==> src/rtl/lsau_pkg.sv <==
package lsau_pkg;
  localparam int WORD_W = 32;
  localparam int REG_W = 4;
  localparam int IMM_W = 13;
  localparam logic [3:0] REG_SP = 4'hD;
  localparam logic [3:0] REG_PC = 4'hF;
  localparam logic [12:0] ADR_IMM_MAX = 13'hFFF;
  localparam logic [12:0] OFS_ADD_MAX = 13'hFFF;
  localparam logic [12:0] OFS_SUB_MAX = 13'h0FF;
  localparam logic [12:0] IDX_IMM_MAX = 13'h0FF;
  localparam logic [12:0] DUAL_IMM_MAX = 13'h3FC;
  localparam logic [31:0] DUAL_STEP = 32'h0000_0004;
  localparam logic [1:0] SHIFT_MAX = 2'h3;

  typedef enum logic [2:0] {
    OP_ADR = 3'h0,
    OP_LOAD = 3'h1,
    OP_STORE = 3'h2,
    OP_DUAL_LOAD = 3'h3,
    OP_DUAL_STORE = 3'h4
  } lsau_op_type;

  typedef enum logic [1:0] {
    SZ_BYTE = 2'h0,
    SZ_HALF = 2'h1,
    SZ_WORD = 2'h2
  } lsau_size_type;

  typedef enum logic [1:0] {
    MD_OFFSET = 2'h0,
    MD_PRE = 2'h1,
    MD_POST = 2'h2,
    MD_REGISTER = 2'h3
  } lsau_mode_type;

  typedef enum logic [1:0] {
    ST_IDLE = 2'b01,
    ST_WAIT = 2'b10
  } lsau_state_type;
endpackage : lsau_pkg

==> src/rtl/lsau_top.sv <==
`timescale 1ns/1ps
module lsau_top
  import lsau_pkg::*;
#(
  parameter int DATA_W = WORD_W
)
(
  input wire logic clk,
  input wire logic rstn,
  input wire logic req_valid,
  input wire lsau_op_type req_op,
  input wire lsau_size_type req_size,
  input wire logic req_signed,
  input wire lsau_mode_type req_mode,
  input wire logic req_imm_add,
  input wire logic [IMM_W-1:0] req_imm,
  input wire logic [1:0] left_shift_amount,
  input wire logic [REG_W-1:0] transfer_register,
  input wire logic [REG_W-1:0] second_transfer_register,
  input wire logic [REG_W-1:0] base_register,
  input wire logic [REG_W-1:0] offset_register,
  input wire logic req_conditional,
  input wire logic req_group_last,
  input wire logic [DATA_W-1:0] pc_value,
  input wire logic [DATA_W-1:0] base_value,
  input wire logic [DATA_W-1:0] offset_value,
  input wire logic [DATA_W-1:0] store_data,
  input wire logic [DATA_W-1:0] store_data2,
  input wire logic mem_rvalid,
  input wire logic [DATA_W-1:0] mem_rdata,
  output logic req_ready,
  output logic fault,
  output logic mem_valid,
  output logic mem_write,
  output logic [DATA_W-1:0] mem_addr,
  output logic [3:0] mem_be,
  output logic [DATA_W-1:0] mem_wdata,
  output logic wb_valid,
  output logic [REG_W-1:0] wb_reg,
  output logic [DATA_W-1:0] wb_data,
  output logic base_wb_valid,
  output logic [REG_W-1:0] base_wb_reg,
  output logic [DATA_W-1:0] base_wb_data,
  output logic branch_valid,
  output logic [DATA_W-1:0] branch_target,
  output logic flags_we
);

  function automatic logic is_sp_pc(input logic [REG_W-1:0] r);
    is_sp_pc = (r == REG_SP) || (r == REG_PC);
  endfunction : is_sp_pc

  function automatic logic [3:0] lane_mask(input lsau_size_type sz,
                                           input logic [1:0] a);
    case (sz)
      SZ_BYTE: lane_mask = 4'h1 << a;
      SZ_HALF: lane_mask = 4'h3 << {a[1], 1'b0};
      default: lane_mask = 4'hF;
    endcase
  endfunction : lane_mask

  lsau_state_type state;
  lsau_op_type cur_op;
  lsau_size_type cur_size;
  lsau_mode_type cur_mode;
  logic cur_sgn;
  logic cur_second;
  logic [REG_W-1:0] cur_rt;
  logic [REG_W-1:0] cur_rt2;
  logic [REG_W-1:0] cur_rn;
  logic [DATA_W-1:0] cur_base;
  logic [DATA_W-1:0] cur_calc;
  logic [DATA_W-1:0] first_addr;
  logic [DATA_W-1:0] cur_data2;

  logic acc;
  logic is_dual;
  logic is_load;
  logic bad;
  logic [DATA_W-1:0] imm_ext;
  logic [DATA_W-1:0] adr_sum;
  logic [DATA_W-1:0] calc_addr;
  logic [DATA_W-1:0] acc_addr;
  logic [DATA_W-1:0] rshift;
  logic [DATA_W-1:0] load_val;
  logic last_resp;

  assign acc = req_valid && req_ready;
  assign is_dual = (req_op == OP_DUAL_LOAD) || (req_op == OP_DUAL_STORE);
  assign is_load = (req_op == OP_LOAD) || (req_op == OP_DUAL_LOAD);
  assign imm_ext = {{(DATA_W-IMM_W){1'b0}}, req_imm};
  assign adr_sum = req_imm_add ? pc_value + imm_ext : pc_value - imm_ext;
  assign calc_addr = (req_mode == MD_REGISTER)
    ? base_value + (offset_value << left_shift_amount)
    : (req_imm_add ? base_value + imm_ext : base_value - imm_ext);
  // post-indexed accesses the untouched base
  assign acc_addr = (req_mode == MD_POST) ? base_value : calc_addr;

  always_comb
  begin
    bad = 1'b0;
    if (req_op == OP_ADR)
    begin
      bad = is_sp_pc(transfer_register) || (req_imm > ADR_IMM_MAX);
    end
    else
    begin
      if (is_dual)
      begin
        bad = (req_imm > DUAL_IMM_MAX) || (req_imm[1:0] != 2'h0)
          || (req_mode == MD_REGISTER) || is_sp_pc(second_transfer_register)
          || (transfer_register == REG_PC);
        if ((req_op == OP_DUAL_LOAD) && (transfer_register == second_transfer_register))
        begin
          bad = 1'b1;
        end
      end
      else if (req_mode == MD_OFFSET)
      begin
        bad = req_imm > (req_imm_add ? OFS_ADD_MAX : OFS_SUB_MAX);
      end
      else if (req_mode != MD_REGISTER)
      begin
        bad = req_imm > IDX_IMM_MAX;
      end
      if (is_dual && (req_size != SZ_WORD))
      begin
        bad = 1'b1;
      end
      if (is_load && (req_size != SZ_WORD) && is_sp_pc(transfer_register))
      begin
        bad = 1'b1;
      end
      if (!is_load && (req_signed || (transfer_register == REG_PC)
          || (base_register == REG_PC)))
      begin
        bad = 1'b1;
      end
      if (!is_load && (transfer_register == REG_SP) && (req_size != SZ_WORD))
      begin
        bad = 1'b1;
      end
      if (((req_mode == MD_PRE) || (req_mode == MD_POST))
          && ((base_register == transfer_register)
          || (is_dual && (base_register == second_transfer_register))))
      begin
        bad = 1'b1;
      end
      if ((req_mode == MD_REGISTER)
          && ((base_register == REG_PC) || is_sp_pc(offset_register)))
      begin
        bad = 1'b1;
      end
      if (req_op == OP_LOAD && transfer_register == REG_PC && req_conditional
          && !req_group_last)
      begin
        bad = 1'b1;
      end
    end
  end

  assign rshift = mem_rdata >> {mem_addr[1:0], 3'b000};
  always_comb
  begin
    case (cur_size)
      SZ_BYTE: load_val = cur_sgn ? {{24{rshift[7]}}, rshift[7:0]}
                                  : {24'h0, rshift[7:0]};
      SZ_HALF: load_val = cur_sgn ? {{16{rshift[15]}}, rshift[15:0]}
                                  : {16'h0, rshift[15:0]};
      default: load_val = mem_rdata;
    endcase
  end

  assign last_resp = (state == ST_WAIT) && mem_rvalid
    && !((cur_op == OP_DUAL_LOAD || cur_op == OP_DUAL_STORE) && !cur_second);

  // sequencing and request capture
  always_ff @(posedge clk or negedge rstn)
  begin
    if (!rstn)
    begin
      state <= ST_IDLE;
      req_ready <= 1'b1;
      cur_op <= OP_ADR;
      cur_size <= SZ_WORD;
      cur_mode <= MD_OFFSET;
      cur_sgn <= 1'b0;
      cur_second <= 1'b0;
      cur_rt <= '0;
      cur_rt2 <= '0;
      cur_rn <= '0;
      cur_base <= '0;
      cur_calc <= '0;
      first_addr <= '0;
      cur_data2 <= '0;
    end
    else
    begin
      case (state)
        ST_IDLE:
        begin
          if (acc && !bad && req_op != OP_ADR)
          begin
            state <= ST_WAIT;
            req_ready <= 1'b0;
            cur_op <= req_op;
            cur_size <= req_size;
            cur_mode <= req_mode;
            cur_sgn <= req_signed;
            cur_second <= 1'b0;
            cur_rt <= transfer_register;
            cur_rt2 <= second_transfer_register;
            cur_rn <= base_register;
            cur_base <= base_value;
            cur_calc <= calc_addr;
            first_addr <= acc_addr;
            cur_data2 <= store_data2;
          end
        end
        ST_WAIT:
        begin
          if (last_resp)
          begin
            state <= ST_IDLE;
            req_ready <= 1'b1;
          end
          else if (mem_rvalid)
          begin
            cur_second <= 1'b1;
          end
        end
        default:
        begin
          state <= ST_IDLE;
          req_ready <= 1'b1;
        end
      endcase
    end
  end

  // memory side; one access in flight, the second word waits for the first answer
  always_ff @(posedge clk or negedge rstn)
  begin
    if (!rstn)
    begin
      mem_valid <= 1'b0;
      mem_write <= 1'b0;
      mem_addr <= '0;
      mem_be <= 4'h0;
      mem_wdata <= '0;
    end
    else
    begin
      mem_valid <= 1'b0;
      if (state == ST_IDLE && acc && !bad && req_op != OP_ADR)
      begin
        mem_valid <= 1'b1;
        mem_write <= !is_load;
        mem_addr <= acc_addr;
        mem_be <= lane_mask(req_size, acc_addr[1:0]);
        mem_wdata <= store_data << {acc_addr[1:0], 3'b000};
      end
      else if (state == ST_WAIT && mem_rvalid && !last_resp)
      begin
        mem_valid <= 1'b1;
        mem_addr <= first_addr + DUAL_STEP;
        mem_be <= 4'hF;
        mem_wdata <= cur_data2;
      end
    end
  end

  // register file, base and branch results
  always_ff @(posedge clk or negedge rstn)
  begin
    if (!rstn)
    begin
      wb_valid <= 1'b0;
      wb_reg <= '0;
      wb_data <= '0;
      base_wb_valid <= 1'b0;
      base_wb_reg <= '0;
      base_wb_data <= '0;
      branch_valid <= 1'b0;
      branch_target <= '0;
      fault <= 1'b0;
    end
    else
    begin
      wb_valid <= 1'b0;
      base_wb_valid <= 1'b0;
      branch_valid <= 1'b0;
      fault <= 1'b0;
      if (state == ST_IDLE && acc)
      begin
        fault <= bad;
        if (req_op == OP_ADR && !bad)
        begin
          wb_valid <= 1'b1;
          wb_reg <= transfer_register;
          wb_data <= adr_sum;
        end
      end
      if (state == ST_WAIT && mem_rvalid)
      begin
        if (cur_op == OP_LOAD && cur_rt == REG_PC)
        begin
          // an even target is not a valid state for this core
          fault <= !mem_rdata[0];
          branch_valid <= mem_rdata[0];
          branch_target <= {mem_rdata[DATA_W-1:1], 1'b0};
        end
        else if (cur_op == OP_LOAD || cur_op == OP_DUAL_LOAD)
        begin
          wb_valid <= 1'b1;
          wb_reg <= cur_second ? cur_rt2 : cur_rt;
          wb_data <= load_val;
        end
        if (last_resp && (cur_mode == MD_PRE || cur_mode == MD_POST))
        begin
          base_wb_valid <= 1'b1;
          base_wb_reg <= cur_rn;
          base_wb_data <= cur_calc;
        end
      end
    end
  end

  // flags are never touched by this unit
  always_ff @(posedge clk or negedge rstn)
  begin
    if (!rstn)
    begin
      flags_we <= 1'b0;
    end
    else
    begin
      flags_we <= 1'b0;
    end
  end
endmodule : lsau_top

==> config.mk <==
export PLATFORM = sky130hd
export DESIGN_NAME = lsau_top
export DESIGN_NICKNAME = d
export VERILOG_FILES = /design/src/rtl/lsau_pkg.sv /design/src/rtl/lsau_top.sv
export SDC_FILE = /design/constraint.sdc
export NUM_CORES = 1
export LEC_CHECK = 0
export ABC_AREA = 1
export BUFFER_PORTS_ARGS = -buffer_cell sky130_fd_sc_hd__buf_2
export CAP_MARGIN = 20
export CORE_AREA = 5 5 248 250
export CTS_BUF_LIST = sky130_fd_sc_hd__clkbuf_8
export DETAILED_ROUTE_END_ITERATION = 6
export DIE_AREA = 0 0 253 255
export GPL_TIMING_DRIVEN = 0
export SLEW_MARGIN = 20
export SYNTH_ARGS = -nofsm -noshare
export SYNTH_HDL_FRONTEND = slang
export SYNTH_SLANG_ARGS = --single-unit
==> constraint.sdc <==
create_clock -name clk -period 3 [get_ports clk]
set_input_delay 0.3 -clock clk [delete_from_list [all_inputs] [get_ports clk]]
set_output_delay 0.3 -clock clk [all_outputs]
set_load 0.05 [all_outputs]
==> results of run 1 <==
## worst max path at each step
stage / startpoint / endpoint / slack, ps / cells past startpoint
after floorplan: req_imm[1] / mem_addr[18] / -310 / 27
after global routing: req_imm[0] / mem_addr[28] / -300 / 27
after CTS: req_mode[1] / mem_addr[28] / -10 / 24
final: req_imm[0] / mem_addr[20] / -190 / 27
after detailed placement: req_mode[1] / mem_wdata[22] / -1500 / 16
after global placement: rstn / cur_data2[28] / -4420 / 1
## where the power goes
group	internal (mW)	switching (mW)	leakage, nW
sequential	5.26	0.828	3.74
combinational	2.59	6.23	9.94
clock	2.00	1.79	0.615
total	9.85	8.85	14.3
## logic make-up after synthesis
logic type	after synthesis
AO/OA/AOI/OAI	604
adder cells (fa/ha/maj)	75
XOR/XNOR	61
flip-flops	296
buffers and inverters	493
other	1
AND/OR/NAND/NOR	1414
multiplexers	21
## layout by cell type (no fill, tap or decap), types with 23 or more instances in the layout
master / n
nand4_1: 52
buf_4: 55
inv_1: 361
nor2_2: 36
clkbuf_1: 57
nand2_4: 28
a21oi_1: 145
nor3_1: 26
buf_2: 433
nand3_1: 101
xor2_1: 52
inv_2: 23
dlygate4sd3_1: 78
nor2_1: 185
a21oi_2: 35
clkbuf_8: 67
nand3_2: 47
ha_1: 54
o21ai_1: 27
o21ai_0: 252
nand2_2: 103
nand2_1: 767
dfrtp_1: 294
## stage by stage
| step | worst slack (ps) | TNS [ps] |
|---|---|---|
| 6_report | -190 | -2550 |
| 3_3_place_gp | -4420 | -1457300 |
| 2_1_floorplan | -314 | -5640 |
| 3_5_place_dp | -1500 | -161070 |
| 5_1_grt | -304 | -6420 |
| 4_1_cts | -14.0 | -14.0 |
## synth_stat cells (all sizes together) (3+ instances only)
cell type	count
a31oi	6
a211oi	9
a21o	3
xnor2	7
mux2i	15
o21a	3
o211ai	4
nor2	236
o221ai	4
nand3	158
xor2	54
a221oi	22
o31ai	9
ha	73
a32oi	4
a22oi	5
o21bai	18
clkbuf	76
nand2	902
nand4	52
o22ai	21
nor4	6
nand3b	10
or2	11
a21boi	8
nor3	33
o21ai	294
dfrtp	294
inv	370
a21oi	192
mux2	6
buf	45
## cell type report
| class | count | share of cell area (%) |
|---|---|---|
| Inverter | 372 | 5.17 |
| Timing Repair Buffer | 554 | 12.7 |
| Tap cell | 773 | 3.48 |
| Clock buffer | 67 | 3.32 |
| Antenna cell | 8 | 0.0720 |
| Sequential cell | 296 | 26.6 |
| Clock inverter | 28 | 0.486 |
| Multi-Input combinational cell | 2177 | 45.9 |
| Buffer | 120 | 2.25 |
## layer usage
| metal | share of wire (%) | vias to the layer above | wire length [µm] | global-route usage [%] |
|---|---|---|---|---|
| li1 | - | 10900 | - | - |
| met1 | 43 | 10800 | 39500 | 37.8 |
| met2 | 45 | 1047 | 40900 | 42.5 |
| met3 | 8.2 | 183 | 7480 | 4.12 |
| met4 | 3.5 | 6 | 3150 | 7.68 |
| met5 | 0.036 | - | 33 | 0 |
## worst register-to-register path: stages, from the launching register on
cell      delay [ps]
dfstp_2          550
inv_1             60
nand3_1          120
inv_1            110
nand3_1          330
clkbuf_2         480
clkbuf_1         710
o21ai_0          200
## repair_timing
action	CTS	global route
hold endpoints to repair	170	0
resized for setup	115	348
setup endpoints to repair	139	90
setup buffers	11	49
hold buffers	78	0
pin swaps	21	114
==> impl_results.md, run 1 <==
* Fin nets at 3888
* Vias at 23000
* Proportion of synthesized area in mux cells at 1.07%
* Slew margin rel. at 28.8%
* Post-synth top flop: dfrtp_1
* Total global routing overflow at 0
* Routability cong. at 1.02
* Hold path endpoint: branch_target[8]
* Share of layout cells above drive strength 1 at 28.0%
* Placed insts at 4155
* Share of Yosys cell area claimed by the top area cell type at 36.1%
* Reg2reg path depth at 7
* Design Power at 18.7 mW
* Max-slew violations at 0
* Unrepaired setup endpoints after global routing: true
* Max Clock Freq at 314 MHz
* Clk sink count at 296
* Number of flops mapped to enable cells by yosys at 0
* Core outline area at 0.0588 mm²
* Initial Utilization at 34.6%
* Final hold viol count at 0
* Max clock buf depth at 3
* Global-route wire length before repair at 132 mm
* FP Rows at 89
* DRC at 0
* Critical Path RT at 3580 ps
* RR Endpoint: base_wb_data[30]
* Max incr delay on CP at 350 ps
* Tot GR Track Use at 26.6%
* Crit path kind: input pin to flip-flop
* Register area at 0.00741 mm²
* Tcrit/Tclk final at 106%
* Simple-gate portion of the synthesized area at 28.9%
* Main combinational cell family by area after synthesis: simple AND/OR/NAND/NOR gates
* Crit Path Max Fanout at 4
* Detailed placement HPWL at 72.6 mm
* Max-cap viol count at 0
* Failing checks: negative setup slack
* Layout Area Growth over Synthesis at 36.5%
* Setup ws final at -190 ps
* Post-synthesis adder-cell area fraction at 4.68%
* H-Tree Depth at 2
* Clock-pin slew on the worst setup and hold paths at 60 ps
* Top post-synthesis cells by area: dfrtp_1 (36%), nand2_1 (17%), o21ai_0 (6.9%), inv_1 (6.7%), ha_1 (4.5%)
* Initial antenna violation count at 12
* Vias per std cell at 5.22
* Boundary pin count at 418
* Clock skew at 31.7 ps
* Final instance area at 0.0278 mm²
* Die H at 255 µm
* IO Port Bufs at 413
* Status: finished, violations left
* Worst Hold Class: input pin to flip-flop
* Post-layout util at 47.3%
* Die Width at 253 µm
* Routed Antenna Nets at 0
* Synth unique cells at 56
* 1st-iter DRT viols at 2134
* Die area at 0.0645 mm²
* Compound-Gate Fraction of Synth Area at 16.7%
* Final setup vio count at 29
* Placed cell area at 0.0236 mm²
* Xor and xnor area share after synthesis at 2.62%
* Final wirelength at 91.1 mm
* Register area share after synthesis at 36.4%
* Hold Crit Depth at 3
* Ys async rst share at 100%
* CP delay by family, top: simple AND/OR/NAND/NOR gates
* CP bufs+invs at 6
* Area of the multi-input gates at 0.0128 mm²
* Post-Syn Area at 0.0204 mm²
* Root Driver: clkbuf_8
* #FFs+latches synth at 296
* PD cells at 673 mW/mm²
* Crit path DAT at 3770 ps
* Startpoint Class: input pin
* CP dominant cell by count: nand2_2
* LEAKAGE at 14.3 nW
* Worst hold start: mem_rdata[8]
* Layout Cells excl Fill at 4395
* DR pass1 iterations at 5
* FF-to-FF Start: state[0]
* CTS Buf Count at 54
* Fill cells at 5996
* Synthesis Warnings at 0
* Largest net degree at the start of global routing at 94
* Largest vdd supply drop at 0.461 mV
* Crit-path slowest cell: ha_4
* TritonCTS clock tree: built
* Worst-Margin Slew at 1070 ps
* Cell taking the most area after synthesis: dfrtp_1
* Cells after synthesis at 2965
* WL per Instance at 20.7 µm
* Number of global-route vias before repair at 21600
* Crit end category: flip-flop
* Clock insertion delay at the later pin of the skew report at 640 ps
* Hold Worst Slack at 73.4 ps
* Tmin final at 3190 ps
* R2r setup slk at 280 ps
* Syn Area/Cell at 6.87 µm²
No activity file was read; power rests on OpenSTA's default activity.
==> run 2, diff against run 1 <==
- SKIP_LAST_GASP: unset -> 1
- clock period: 3 -> 4.13 ns (I/O delays scaled with it)
==> run 2 against run 1 <==
The run now ends clean. Utilization is 4.6 points lower. Clock power is 21% lower. Worst setup slack better by 410 ps. Via count is 3.7% lower. Sequential share of layout area is 2.9 points higher. Non-clock buffer count is 103 lower. Sequential power is 27% lower. Power is 29% lower. Die area stayed put. Count of clock-buffer cells in the layout is 3 higher. Cell count is 2.2% lower. Wire length is 2.6% lower. Largest cell class unchanged.
==> impl_results.md, run 2 (synthesis results as in run 1) <==
* Commonest non-fill, non-tap cell in the layout: nand2_1
* Final hold viol count at 0
* PD cells at 526 mW/mm²
* Core outline area at 0.0588 mm²
* Max-cap viol count at 0
* Fill cells at 6308
* Final instance area at 0.0251 mm²
* WL per Instance at 20.6 µm
* FP Rows at 89
* CP delay by family, top: simple AND/OR/NAND/NOR gates
* Crit Path Max Fanout at 6
* Most frequent cells in the layout: nand2_1 (898), buf_2 (437), inv_1 (378), dfrtp_1 (294), o21ai_0 (280)
* Global-route wire length before repair at 131 mm
* Slew margin rel. at 40.2%
* Layout Area Growth over Synthesis at 23.1%
* Worst-Margin Slew at 897 ps
* Tcrit/Tclk final at 94.6%
* Root Driver: clkbuf_8
* Reg2reg path depth at 7
* H-Tree Depth at 2
* Clk sink count at 296
* Vias at 22100
* Crit path DAT at 4490 ps
* Largest net degree at the start of global routing at 83
* Die area at 0.0645 mm²
* Unrepaired setup endpoints after global routing: true
* Die Width at 253 µm
* Routed Antenna Nets at 0
* Crit end category: flip-flop
* Placed cell area at 0.0235 mm²
* TritonCTS clock tree: built
* LEAKAGE at 13.3 nW
* Initial antenna violation count at 15
* Status: finished clean
* Clock-pin slew on the worst setup and hold paths at 60 ps
* Max incr delay on CP at 350 ps
* Register area at 0.00741 mm²
* DR pass1 iterations at 6
* Crit path kind: input pin to flip-flop
* Boundary pin count at 418
* Number of cells on the critical path at 28
* Area of the multi-input gates at 0.0110 mm²
* Hold Worst Slack at 51.7 ps
* Post-layout util at 42.7%
* Final wirelength at 88.7 mm
* CTS Buf Count at 54
* Number of global-route vias before repair at 21200
* Critical Path RT at 4710 ps
* Hold Crit Depth at 3
* Die H at 255 µm
* Startpoint Class: input pin
* Detailed placement HPWL at 72.5 mm
* Setup TNS at 0 ps
* Fin nets at 3785
* DRC at 0
* IO Port Bufs at 413
* Routability cong. at 1.02
* Share of layout cells above drive strength 1 at 18.0%
* Max Clock Freq at 256 MHz
* CP dominant cell by count: nand2_1
* Clock skew at 20.1 ps
* CP bufs+invs at 4
* Tot GR Track Use at 26.4%
* Max clock buf depth at 3
* Final setup vio count at 0
* Crit-path slowest cell: ha_1
* Worst Hold Class: input pin to flip-flop
* Tmin final at 3910 ps
* Initial Utilization at 34.6%
* Vias per std cell at 5.14
* 1st-iter DRT viols at 1891
* Clock insertion delay at the later pin of the skew report at 660 ps
* Total global routing overflow at 0
* Design Power at 13.2 mW
* Largest vdd supply drop at 0.339 mV
* Max-slew violations at 0
[run 2: cell types whose count changed in the layout (fill, tap and decap cells not counted), moves of 17 or more]
cell / delta
nand2_1: +131
nand2_2: -101
nand3_1: +54
buf_4: -46
nand3_2: -45
dlygate4sd3_1: -44
o21ai_0: +28
nand2_4: -26
nor2_1: +26
a21oi_1: +22
ha_1: +19
inv_1: +17
[run 2: routing by layer]
metal,track usage (%),wire length (µm)
met5,0,42
met3,3.50,5510
met1,37.1,39400
met4,11.4,4180
met2,41.3,39600
[run 2: area by class of cell]
class / count / area share, %
clock inverter: 31 / 0.838
clock buffer: 70 / 3.84
sequential: 296 / 29.5
inverter: 372 / 5.58
tap: 773 / 3.86
multi-input combinational: 2177 / 44.0
antenna: 10 / 0.0997
buffer: 120 / 2.24
timing repair buffer: 451 / 9.99
[run 2: path summary, 6_finish.rpt]
kind                                  from               end  slack, ps
max                             req_imm[0]      mem_addr[23]        220
min                        store_data2[10]     cur_data2[10]         50
max reg2reg                       state[0]       wb_data[24]       1220
min reg2reg                  cur_data2[11]     cur_data2[11]        470
max in group asynchronous             rstn  branch_target[5]       2620
min in group asynchronous             rstn      cur_calc[24]        290
[run 2: timing repair]
| item | CTS | global route |
|---|---|---|
| resized for setup | 3 | 13 |
| endpoints found under the setup margin | 11 | 56 |
| setup buffers | 0 | 1 |
| pin swaps | 0 | 1 |
| hold buffers | 34 | 0 |
| endpoints found under the hold margin | 91 | 0 |
[run 2: where the power goes]
group          switching, mW  internal (mW)  total, mW
logic                   4.19           1.56       5.75
clock network           1.37           1.66       3.02
registers              0.614           3.82       4.43
[run 2: stage by stage]
step	setup slack, ps	cells
final	224	4300
after floorplan	427	2966
after global placement	-3380	4152
after detailed placement	-986	4155
after CTS	17.7	4290
after global routing	-71.4	4299
[run 2: worst reg2reg max path: stages, from the launching register on]
cell and delay, ps:
dfstp_2 540, inv_1 60, nor2_1 310, nand2_1 180, nor2_1 500, clkbuf_1 660, nand3_1 380, a21oi_1 210
